`src/pkg/pin_mux_regs.svh`:
```
// Function
// - Port pin zero is a general-purpose I/O or the first active-low external interrupt input, chosen by alternate-function bit 0.
// - The first external interrupt is edge triggered when its trigger-type bit is 1 and level triggered when it is 0.
// - Port pin one is a general-purpose I/O or the second active-low external interrupt input, chosen by alternate-function bit 1.
// - The second external interrupt is edge triggered when its trigger-type bit is 1 and level triggered when it is 0.
// - Port pin two is a general-purpose I/O or the FIFO output-enable input, chosen by the two-bit interface mode field.
// - The FIFO output-enable input is input only, its active level is set by polarity bit 4, and it gates the FIFO data drivers.
// - Port pin three is a general-purpose I/O or the second wake source, chosen by wake control bit 7 together with output-enable bit 3.
// - The second wake source is enabled by wake control bit 1 and its polarity is set by wake control bit 4.
// - While suspended with the second wake source enabled, a transition on its pin restarts the oscillator and interrupts the processor.
// - While the second wake source is enabled and asserted, a request to suspend is refused.
`ifndef PIN_MUX_REGS_SVH
`define PIN_MUX_REGS_SVH

`define ADR_PORT_OUT 8'h00
`define ADR_PORT_OE 8'h04
`define ADR_PORT_PINS 8'h08
`define ADR_ALT_CFG 8'h0C
`define ADR_IF_MODE 8'h10
`define ADR_FIFO_POL 8'h14
`define ADR_WAKE_CTL 8'h18
`define ADR_IRQ_TYPE 8'h1C
`define ADR_STATUS 8'h20
`define ADR_SUSPEND 8'h24

`define RST_NIBBLE 4'h0
`define RST_PAIR 2'h0
`define IF_MODE_SLAVE_FIFO 2'h3
`define FIFO_OE_POL_BIT 4
`define WAKE_EN_BIT 1
`define WAKE_POL_BIT 4
`define WAKE_SEL_BIT 7
`define WAKE_PIN 3
`define FIFO_OE_PIN 2
`define ST_WAKE_BIT 2
`define ST_SUSP_BIT 3
`define ST_REFUSED_BIT 4
`define SUSPEND_REQ_BIT 0

`endif

```
`src/pkg/pin_mux_pkg.sv`:
```
package pin_mux_pkg;

    typedef struct packed {
        logic cyc;
        logic stb;
        logic we;
        logic [7:0] adr;
        logic [31:0] dat;
        logic [3:0] sel;
    } wb_req_t;

    typedef struct packed {
        logic ack;
        logic [31:0] dat;
    } wb_rsp_t;

    typedef struct packed {
        logic select;
        logic second_wake_polarity;
        logic second_wake_enable;
    } wake_ctl_t;

    typedef enum logic {
        PWR_RUN = 1'b0,
        PWR_SUSPENDED = 1'b1
    } power_state_t;

endpackage

```
`src/pin_cell.sv`:
```
`timescale 1ns/1ps
module pin_cell (
    // Clock and reset
    input wire logic mclk,
    input wire logic rst,
    // Pad side
    input wire logic pin_in,
    output logic pin_out,
    output logic pin_oe,
    // Core side
    input wire logic drive_val,
    input wire logic drive_en,
    input wire logic alt_active,
    output logic level,
    output logic rise,
    output logic fall
);
    logic level_reg;
    logic prev_reg;
    logic oe_reg;
    logic out_reg;

    // Prev only valid after two samples; reset keeps it idle-high
    always_ff @(posedge mclk)
    begin
        if (rst)
        begin
            level_reg <= 1'b1;
            prev_reg <= 1'b1;
            oe_reg <= 1'b0;
            out_reg <= 1'b0;
        end
        else
        begin
            level_reg <= pin_in;
            prev_reg <= level_reg;
            oe_reg <= drive_en & ~alt_active;
            out_reg <= drive_val;
        end
    end

    assign level = level_reg;
    assign rise = level_reg & ~prev_reg;
    assign fall = ~level_reg & prev_reg;
    assign pin_oe = oe_reg;
    assign pin_out = out_reg;
endmodule

```
`src/port_a_alternate_function_mux.sv`:
```
`timescale 1ns/1ps
`include "pin_mux_regs.svh"
module port_a_alternate_function_mux (
    // Clock and reset
    input wire logic mclk,
    input wire logic rst,
    // Wishbone slave
    input wire pin_mux_pkg::wb_req_t wb_req,
    output pin_mux_pkg::wb_rsp_t wb_rsp,
    // Multiplexed port pins
    input wire logic [3:0] port_pin_i,
    output logic [3:0] port_pin_o,
    output logic [3:0] port_pin_oe,
    // Processor side
    output logic ext_irq_first_req,
    output logic ext_irq_second_req,
    output logic fifo_data_drive_en,
    output logic suspended,
    output logic osc_restart,
    output logic wake_irq
);
    logic [3:0] out_reg;
    logic [3:0] oe_reg;
    logic [1:0] port_alt_function_cfg;
    logic [1:0] interface_mode_cfg;
    logic fifo_pin_polarity_cfg;
    pin_mux_pkg::wake_ctl_t wake_reg;
    logic [1:0] irq_type_reg;
    logic [1:0] irq_flag_reg;
    logic [1:0] irq_flag_next;
    logic wake_flag_reg;
    logic wake_flag_next;
    logic refused_reg;
    logic refused_next;
    pin_mux_pkg::power_state_t state_reg;
    pin_mux_pkg::power_state_t state_next;
    logic osc_reg;
    logic fifo_en_reg;
    logic ack_reg;
    logic [31:0] dat_reg;

    logic [3:0] alt_active;
    logic [3:0] pin_lvl;
    logic [3:0] pin_rise;
    logic [3:0] pin_fall;
    logic [1:0] irq_req;
    logic [1:0] irq_set;
    logic [1:0] irq_clr;

    // Bus decode
    wire bus_req = wb_req.cyc & wb_req.stb;
    wire wr_commit = bus_req & wb_req.we & ack_reg & wb_req.sel[0];
    wire [7:0] wdat = wb_req.dat[7:0];
    wire wr_out = wr_commit & (wb_req.adr == `ADR_PORT_OUT);
    wire wr_oe = wr_commit & (wb_req.adr == `ADR_PORT_OE);
    wire wr_alt = wr_commit & (wb_req.adr == `ADR_ALT_CFG);
    wire wr_ifm = wr_commit & (wb_req.adr == `ADR_IF_MODE);
    wire wr_pol = wr_commit & (wb_req.adr == `ADR_FIFO_POL);
    wire wr_wake = wr_commit & (wb_req.adr == `ADR_WAKE_CTL);
    wire wr_type = wr_commit & (wb_req.adr == `ADR_IRQ_TYPE);
    wire wr_status = wr_commit & (wb_req.adr == `ADR_STATUS);
    wire wr_susp = wr_commit & (wb_req.adr == `ADR_SUSPEND);

    // Function selection per pin
    assign alt_active[0] = port_alt_function_cfg[0];
    assign alt_active[1] = port_alt_function_cfg[1];
    wire fifo_oe_alt = interface_mode_cfg == `IF_MODE_SLAVE_FIFO;
    assign alt_active[`FIFO_OE_PIN] = fifo_oe_alt;
    // Pin three only becomes a wake input while software leaves it undriven
    wire wake_alt = wake_reg.select & ~oe_reg[`WAKE_PIN];
    assign alt_active[`WAKE_PIN] = wake_alt;

    genvar g;
    generate
        for (g = 0; g < 4; g++)
        begin : g_pin
            pin_cell u_cell (
                .mclk(mclk),
                .rst(rst),
                .pin_in(port_pin_i[g]),
                .pin_out(port_pin_o[g]),
                .pin_oe(port_pin_oe[g]),
                .drive_val(out_reg[g]),
                .drive_en(oe_reg[g]),
                .alt_active(alt_active[g]),
                .level(pin_lvl[g]),
                .rise(pin_rise[g]),
                .fall(pin_fall[g])
            );
        end
        for (g = 0; g < 2; g++)
        begin : g_irq
            // Falling edge latches; the level form follows the pin
            assign irq_set[g] = alt_active[g] & irq_type_reg[g] & pin_fall[g];
            assign irq_clr[g] = wr_status & wdat[g];
            assign irq_flag_next[g] = irq_set[g] | (irq_flag_reg[g] & ~irq_clr[g]);
            assign irq_req[g] = irq_type_reg[g] ? irq_flag_reg[g]
                : (alt_active[g] & ~pin_lvl[g]);
        end
    endgenerate

    assign ext_irq_first_req = irq_req[0];
    assign ext_irq_second_req = irq_req[1];

    // Wake source qualification
    wire wake_live = wake_alt & wake_reg.second_wake_enable;
    wire wake_asserted = wake_live
        & (pin_lvl[`WAKE_PIN] == wake_reg.second_wake_polarity);
    wire wake_edge = wake_live
        & (pin_rise[`WAKE_PIN] | pin_fall[`WAKE_PIN]);
    wire suspend_req = wr_susp & wdat[`SUSPEND_REQ_BIT];
    wire in_suspend = state_reg == pin_mux_pkg::PWR_SUSPENDED;
    wire wake_hit = in_suspend & wake_edge;

    always_comb
    begin
        state_next = state_reg;
        case (state_reg)
            pin_mux_pkg::PWR_RUN:
            begin
                if (suspend_req & ~wake_asserted)
                begin
                    state_next = pin_mux_pkg::PWR_SUSPENDED;
                end
            end
            pin_mux_pkg::PWR_SUSPENDED:
            begin
                if (wake_hit)
                begin
                    state_next = pin_mux_pkg::PWR_RUN;
                end
            end
            default:
            begin
                state_next = pin_mux_pkg::PWR_RUN;
            end
        endcase
    end

    // Sticky flags: a set in the clearing cycle wins
    assign wake_flag_next = wake_hit
        | (wake_flag_reg & ~(wr_status & wdat[`ST_WAKE_BIT]));
    assign refused_next = (suspend_req & wake_asserted)
        | (refused_reg & ~(wr_status & wdat[`ST_REFUSED_BIT]));

    // Software-visible registers; reset leaves every pin a plain input
    always_ff @(posedge mclk)
    begin
        if (rst)
        begin
            out_reg <= `RST_NIBBLE;
            oe_reg <= `RST_NIBBLE;
            port_alt_function_cfg <= `RST_PAIR;
            interface_mode_cfg <= `RST_PAIR;
            fifo_pin_polarity_cfg <= 1'b0;
            wake_reg <= '0;
            irq_type_reg <= `RST_PAIR;
        end
        else
        begin
            if (wr_out)
                out_reg <= wdat[3:0];
            if (wr_oe)
                oe_reg <= wdat[3:0];
            if (wr_alt)
                port_alt_function_cfg <= wdat[1:0];
            if (wr_ifm)
                interface_mode_cfg <= wdat[1:0];
            if (wr_pol)
                fifo_pin_polarity_cfg <= wdat[`FIFO_OE_POL_BIT];
            if (wr_wake)
                wake_reg <= '{select: wdat[`WAKE_SEL_BIT],
                    second_wake_polarity: wdat[`WAKE_POL_BIT],
                    second_wake_enable: wdat[`WAKE_EN_BIT]};
            if (wr_type)
                irq_type_reg <= wdat[1:0];
        end
    end

    // Event and power state
    always_ff @(posedge mclk)
    begin
        if (rst)
        begin
            irq_flag_reg <= `RST_PAIR;
            wake_flag_reg <= 1'b0;
            refused_reg <= 1'b0;
            state_reg <= pin_mux_pkg::PWR_RUN;
            osc_reg <= 1'b0;
            fifo_en_reg <= 1'b0;
        end
        else
        begin
            irq_flag_reg <= irq_flag_next;
            wake_flag_reg <= wake_flag_next;
            refused_reg <= refused_next;
            state_reg <= state_next;
            osc_reg <= wake_hit;
            fifo_en_reg <= fifo_oe_alt
                & (pin_lvl[`FIFO_OE_PIN] == fifo_pin_polarity_cfg);
        end
    end

    assign suspended = in_suspend;
    assign osc_restart = osc_reg;
    assign wake_irq = wake_flag_reg;
    assign fifo_data_drive_en = fifo_en_reg;

    // Read mux; unmapped addresses read zero
    wire [7:0] status_byte = {3'h0, refused_reg, in_suspend,
        wake_flag_reg, irq_flag_reg};
    wire [7:0] wake_byte = {wake_reg.select, 2'h0,
        wake_reg.second_wake_polarity, 2'h0,
        wake_reg.second_wake_enable, 1'b0};
    wire [7:0] rd_byte =
        (wb_req.adr == `ADR_PORT_OUT) ? {4'h0, out_reg} :
        (wb_req.adr == `ADR_PORT_OE) ? {4'h0, oe_reg} :
        (wb_req.adr == `ADR_PORT_PINS) ? {4'h0, pin_lvl} :
        (wb_req.adr == `ADR_ALT_CFG) ? {6'h00, port_alt_function_cfg} :
        (wb_req.adr == `ADR_IF_MODE) ? {6'h00, interface_mode_cfg} :
        (wb_req.adr == `ADR_FIFO_POL) ?
            {3'h0, fifo_pin_polarity_cfg, 4'h0} :
        (wb_req.adr == `ADR_WAKE_CTL) ? wake_byte :
        (wb_req.adr == `ADR_IRQ_TYPE) ? {6'h00, irq_type_reg} :
        (wb_req.adr == `ADR_STATUS) ? status_byte :
        (wb_req.adr == `ADR_SUSPEND) ? {7'h00, in_suspend} : 8'h00;

    // One wait state: ack in the cycle after the request, then dropped
    always_ff @(posedge mclk)
    begin
        if (rst)
        begin
            ack_reg <= 1'b0;
            dat_reg <= 32'h00000000;
        end
        else
        begin
            ack_reg <= bus_req & ~ack_reg;
            if (bus_req & ~ack_reg)
                dat_reg <= {24'h000000, rd_byte};
        end
    end

    assign wb_rsp.ack = ack_reg;
    assign wb_rsp.dat = dat_reg;
endmodule

```
`config.mk`:
```
export PLATFORM = sky130hd
export DESIGN_NAME = port_a_alternate_function_mux
export DESIGN_NICKNAME = d
export VERILOG_FILES = /design/src/pkg/pin_mux_pkg.sv /design/src/pin_cell.sv /design/src/port_a_alternate_function_mux.sv
export VERILOG_INCLUDE_DIRS = /design/src /design/src/pkg
export SDC_FILE = /design/constraint.sdc
export NUM_CORES = 1
export LEC_CHECK = 0
export BUFFER_PORTS_ARGS = -buffer_cell sky130_fd_sc_hd__buf_2
export CAP_MARGIN = 30
export CORE_ASPECT_RATIO = 1.5
export CORE_MARGIN = 1
export CORE_UTILIZATION = 52
export DETAILED_ROUTE_END_ITERATION = 8
export GPL_ROUTABILITY_DRIVEN = 0
export HOLD_SLACK_MARGIN = 0.1
export MAX_ROUTING_LAYER = met4
export PLACE_DENSITY = 0.93
export SLEW_MARGIN = 25
export SYNTH_ARGS = -nofsm -noshare
export SYNTH_HDL_FRONTEND = slang
export SYNTH_SLANG_ARGS = --single-unit
export TNS_END_PERCENT = 5
```
`constraint.sdc`:
```
create_clock -name mclk -period 2.9 [get_ports mclk]
set_clock_uncertainty 0.15 [all_clocks]
set_input_delay 0.29 -clock mclk [delete_from_list [all_inputs] [get_ports mclk]]
set_output_delay 0.29 -clock mclk [all_outputs]
set_load 0.03 [all_outputs]
```
==> impl_metrics.json <==
{
  "yosys.area_share.simple": 0.276,
  "fin_crit_ps": 1900,
  "drc": 6,
  "viasPerCell": 5.55,
  "ctsRootBufferMaster": "clkbuf_8",
  "worstMarginPinSlew_ps": 822,
  "finalSetupViolCount": 0,
  "syn2layout_area_growth_pct": 9.40,
  "ioPinCount": 100,
  "drt_iter0_drc": 103,
  "cts-resized-gates": 0,
  "max_freq_mhz": 527,
  "fin_nets": 360,
  "cp.required_ps": 2920,
  "crit_path_start_kind": "flip-flop",
  "ir_drop_uv": 282,
  "p_leak_uw": 0.00121,
  "synthXorXnorAreaFrac": 0.0107,
  "seq_area_frac_synth": 0.384,
  "h-tree-depth": 2,
  "synth_top_cell_by_area": "dfxtp_1",
  "setup_tns_ps": 0,
  "coreArea_um2": 4540,
  "synth_area_leaders": "dfxtp_1, buf_4, mux2i_1",
  "fill_cells": 403,
  "ys_types": 54,
  "cp-end-kind": "flip-flop",
  "overflow": 0,
  "die_area_um2": 5000,
  "dp_hpwl_um": 3910,
  "switching_power_uw": 340,
  "firstDrtPassIters": 7,
  "hold_path.class": "in -> reg",
  "synth_cells": 271,
  "grt_pass1_wl_um": 8290,
  "internal-power_uw": 862,
  "cp.arrival_ps": 1920,
  "path_max_fanout": 10,
  "wl_per_cell_um": 14.4,
  "hold_viol": 0,
  "insertion_delay_ps": 310,
  "fin_ws_ps": 1000,
  "start_util": 0.539,
  "ys_ff_latch": 47,
  "final.period_utilization": 0.654,
  "layout-drive-gt1-share": 0.231,
  "clk_pin_slew_ps": 90,
  "routed_wl_um": 5350,
  "synth_edf_count": 0,
  "grt_use_total": 0.229,
  "io_buffers": 44,
  "synth_adder_area_share": 0,
  "seqPwrFrac": 0.545,
  "yosysMostFrequentCell": "dfxtp_1",
  "combPwrFrac": 0.120,
  "synth_top_family_by_area": "simple AND/OR/NAND/NOR gates",
  "status": "finished with violations",
  "postRouteAntennaNets": 0,
  "final_max_slew_viol_count": 0,
  "clkPwrFrac": 0.335,
  "max_stage_delay_ps": 460,
  "pre_cts_ws_ps": 862,
  "diodes": 0,
  "num_vias": 2064,
  "p_sw_frac": 0.283,
  "yosys-top-cells-count": "dfxtp_1, buf_4, nor2_1, mux2i_1",
  "cts_buffers": 5,
  "netlist_area_um2": 2450,
  "multiInputGateArea_um2": 1250,
  "synth_mux_area_frac": 0.0700,
  "grt_pass1_vias": 1845,
  "violations": "DRC",
  "die_x_um": 58.0,
  "cts.sinks": 47,
  "slowest_stage": "and4_1",
  "syn_avg_cell_area_um2": 9.04,
  "worstSetupPathType": "reg -> reg",
  "ys.flop_type": "dfxtp_1",
  "largest_reg_flops": 6,
  "clk_path_buf_depth": 2,
  "grt_max_degree": 50,
  "num_rows": 30,
  "yosysTopAreaCellShare": 0.384,
  "maxCapViolations": 0,
  "max_slew_margin": 0.452,
  "yosys_warnings": 0,
  "die_y_um": 86.1,
  "synthArstFlopShare": 0,
  "antenna_found_initial": 0,
  "power-per-cell-area_nw_per_um2": 449,
  "regArea_um2": 941,
  "synth_compound_area_frac": 0.114,
  "cts_setup_buffers": 0,
  "cts_tree": "built",
  "crit_chain": "and4_1 > nand4_1 > mux2i_1 > nor2_1",
  "rsz0062_at_grt": "no"
}
worst max-delay path: cells and delay by family, from the launching register on:
kind          cells  cell delay (ps)
simple gates      3              950
mux               1              280
flops             1              380
power by group through the flow:
stage	clock network, uW	logic [uW]	registers [uW]
2_1_floorplan	0	124	671
3_3_place_gp	0	134	670
3_5_place_dp	0	136	670
4_1_cts	411	142	655
5_1_grt	433	155	656
6_report	403	145	655
per-stage QoR:
step                std cells  total power (uW)  hold slack, ps  area (um2)   util
floorplan                 296               795             244        2540      -
global placement          358               804             272        2530  0.557
detailed placement        358               807             277        2530  0.557
CTS                       372              1210             108        2680  0.590
global route              372              1240             128        2680  0.590
finish                    372              1200             121        2680  0.590
logic make-up after synthesis:
group,count (synthesis)
AO/OA/AOI/OAI,43
XOR/XNOR,3
buffers and inverters,55
flip-flops,47
multiplexers,17
other,1
AND/OR/NAND/NOR,105
what timing repair did:
action                                 4_1_cts  5_1_grt
setup endpoints to repair                    0        0
endpoints found under the hold margin        7        0
hold buffers                                 6        0
cell type report:
| class | count | area share |
|---|---|---|
| Multi-Input combinational cell | 194 | 0.467 |
| Tap cell | 64 | 0.0299 |
| Clock inverter | 2 | 0.00654 |
| Sequential cell | 47 | 0.351 |
| Timing Repair Buffer | 51 | 0.107 |
| Inverter | 8 | 0.0112 |
| Clock buffer | 6 | 0.0271 |
per-layer routing:
| layer | up-vias | GRT usage | wire [um] |
|---|---|---|---|
| li1 | 972 | - | - |
| met1 | 947 | 0.226 | 1880 |
| met2 | 116 | 0.374 | 2770 |
| met3 | 29 | 0.0422 | 388 |
| met4 | 0 | 0.203 | 308 |
| met5 | - | - | 0 |
cell usage in the layout, fill, tap and decap left out, types with 2 or more instances in the layout:
cell and count:
nand4_1 9, a21oi_1 12, nand3_1 9, dfxtp_1 47, nor4b_4 2, nand2b_1 3, a311oi_1 2, mux2i_1 16
nor2b_1 9, or2_2 8, and3b_1 3, inv_1 8, clkinv_4 2, buf_2 44, and3_2 2, and4_1 2
nor3_1 4, dlygate4sd3_1 6, a31oi_1 2, o21ai_0 13, xor2_1 2, nand3b_1 5, o2bb2ai_1 2, and2_1 2
nand2_1 13, conb_1 26, nor3b_1 2, clkbuf_8 5, nor4_4 2, nor2_1 21
worst paths after layout:
path	slack, ps	cells past startpoint	endpoint	start
min reg2reg	300	1	g_pin[1].u_cell.prev_reg	g_pin[1].u_cell.level
max	1000	4	oe_reg[2]	ack_reg
max reg2reg	1000	4	oe_reg[2]	ack_reg
min	120	3	out_reg[2]	wb_req[6]
Note: power is estimated with default switching activity, not from simulation.
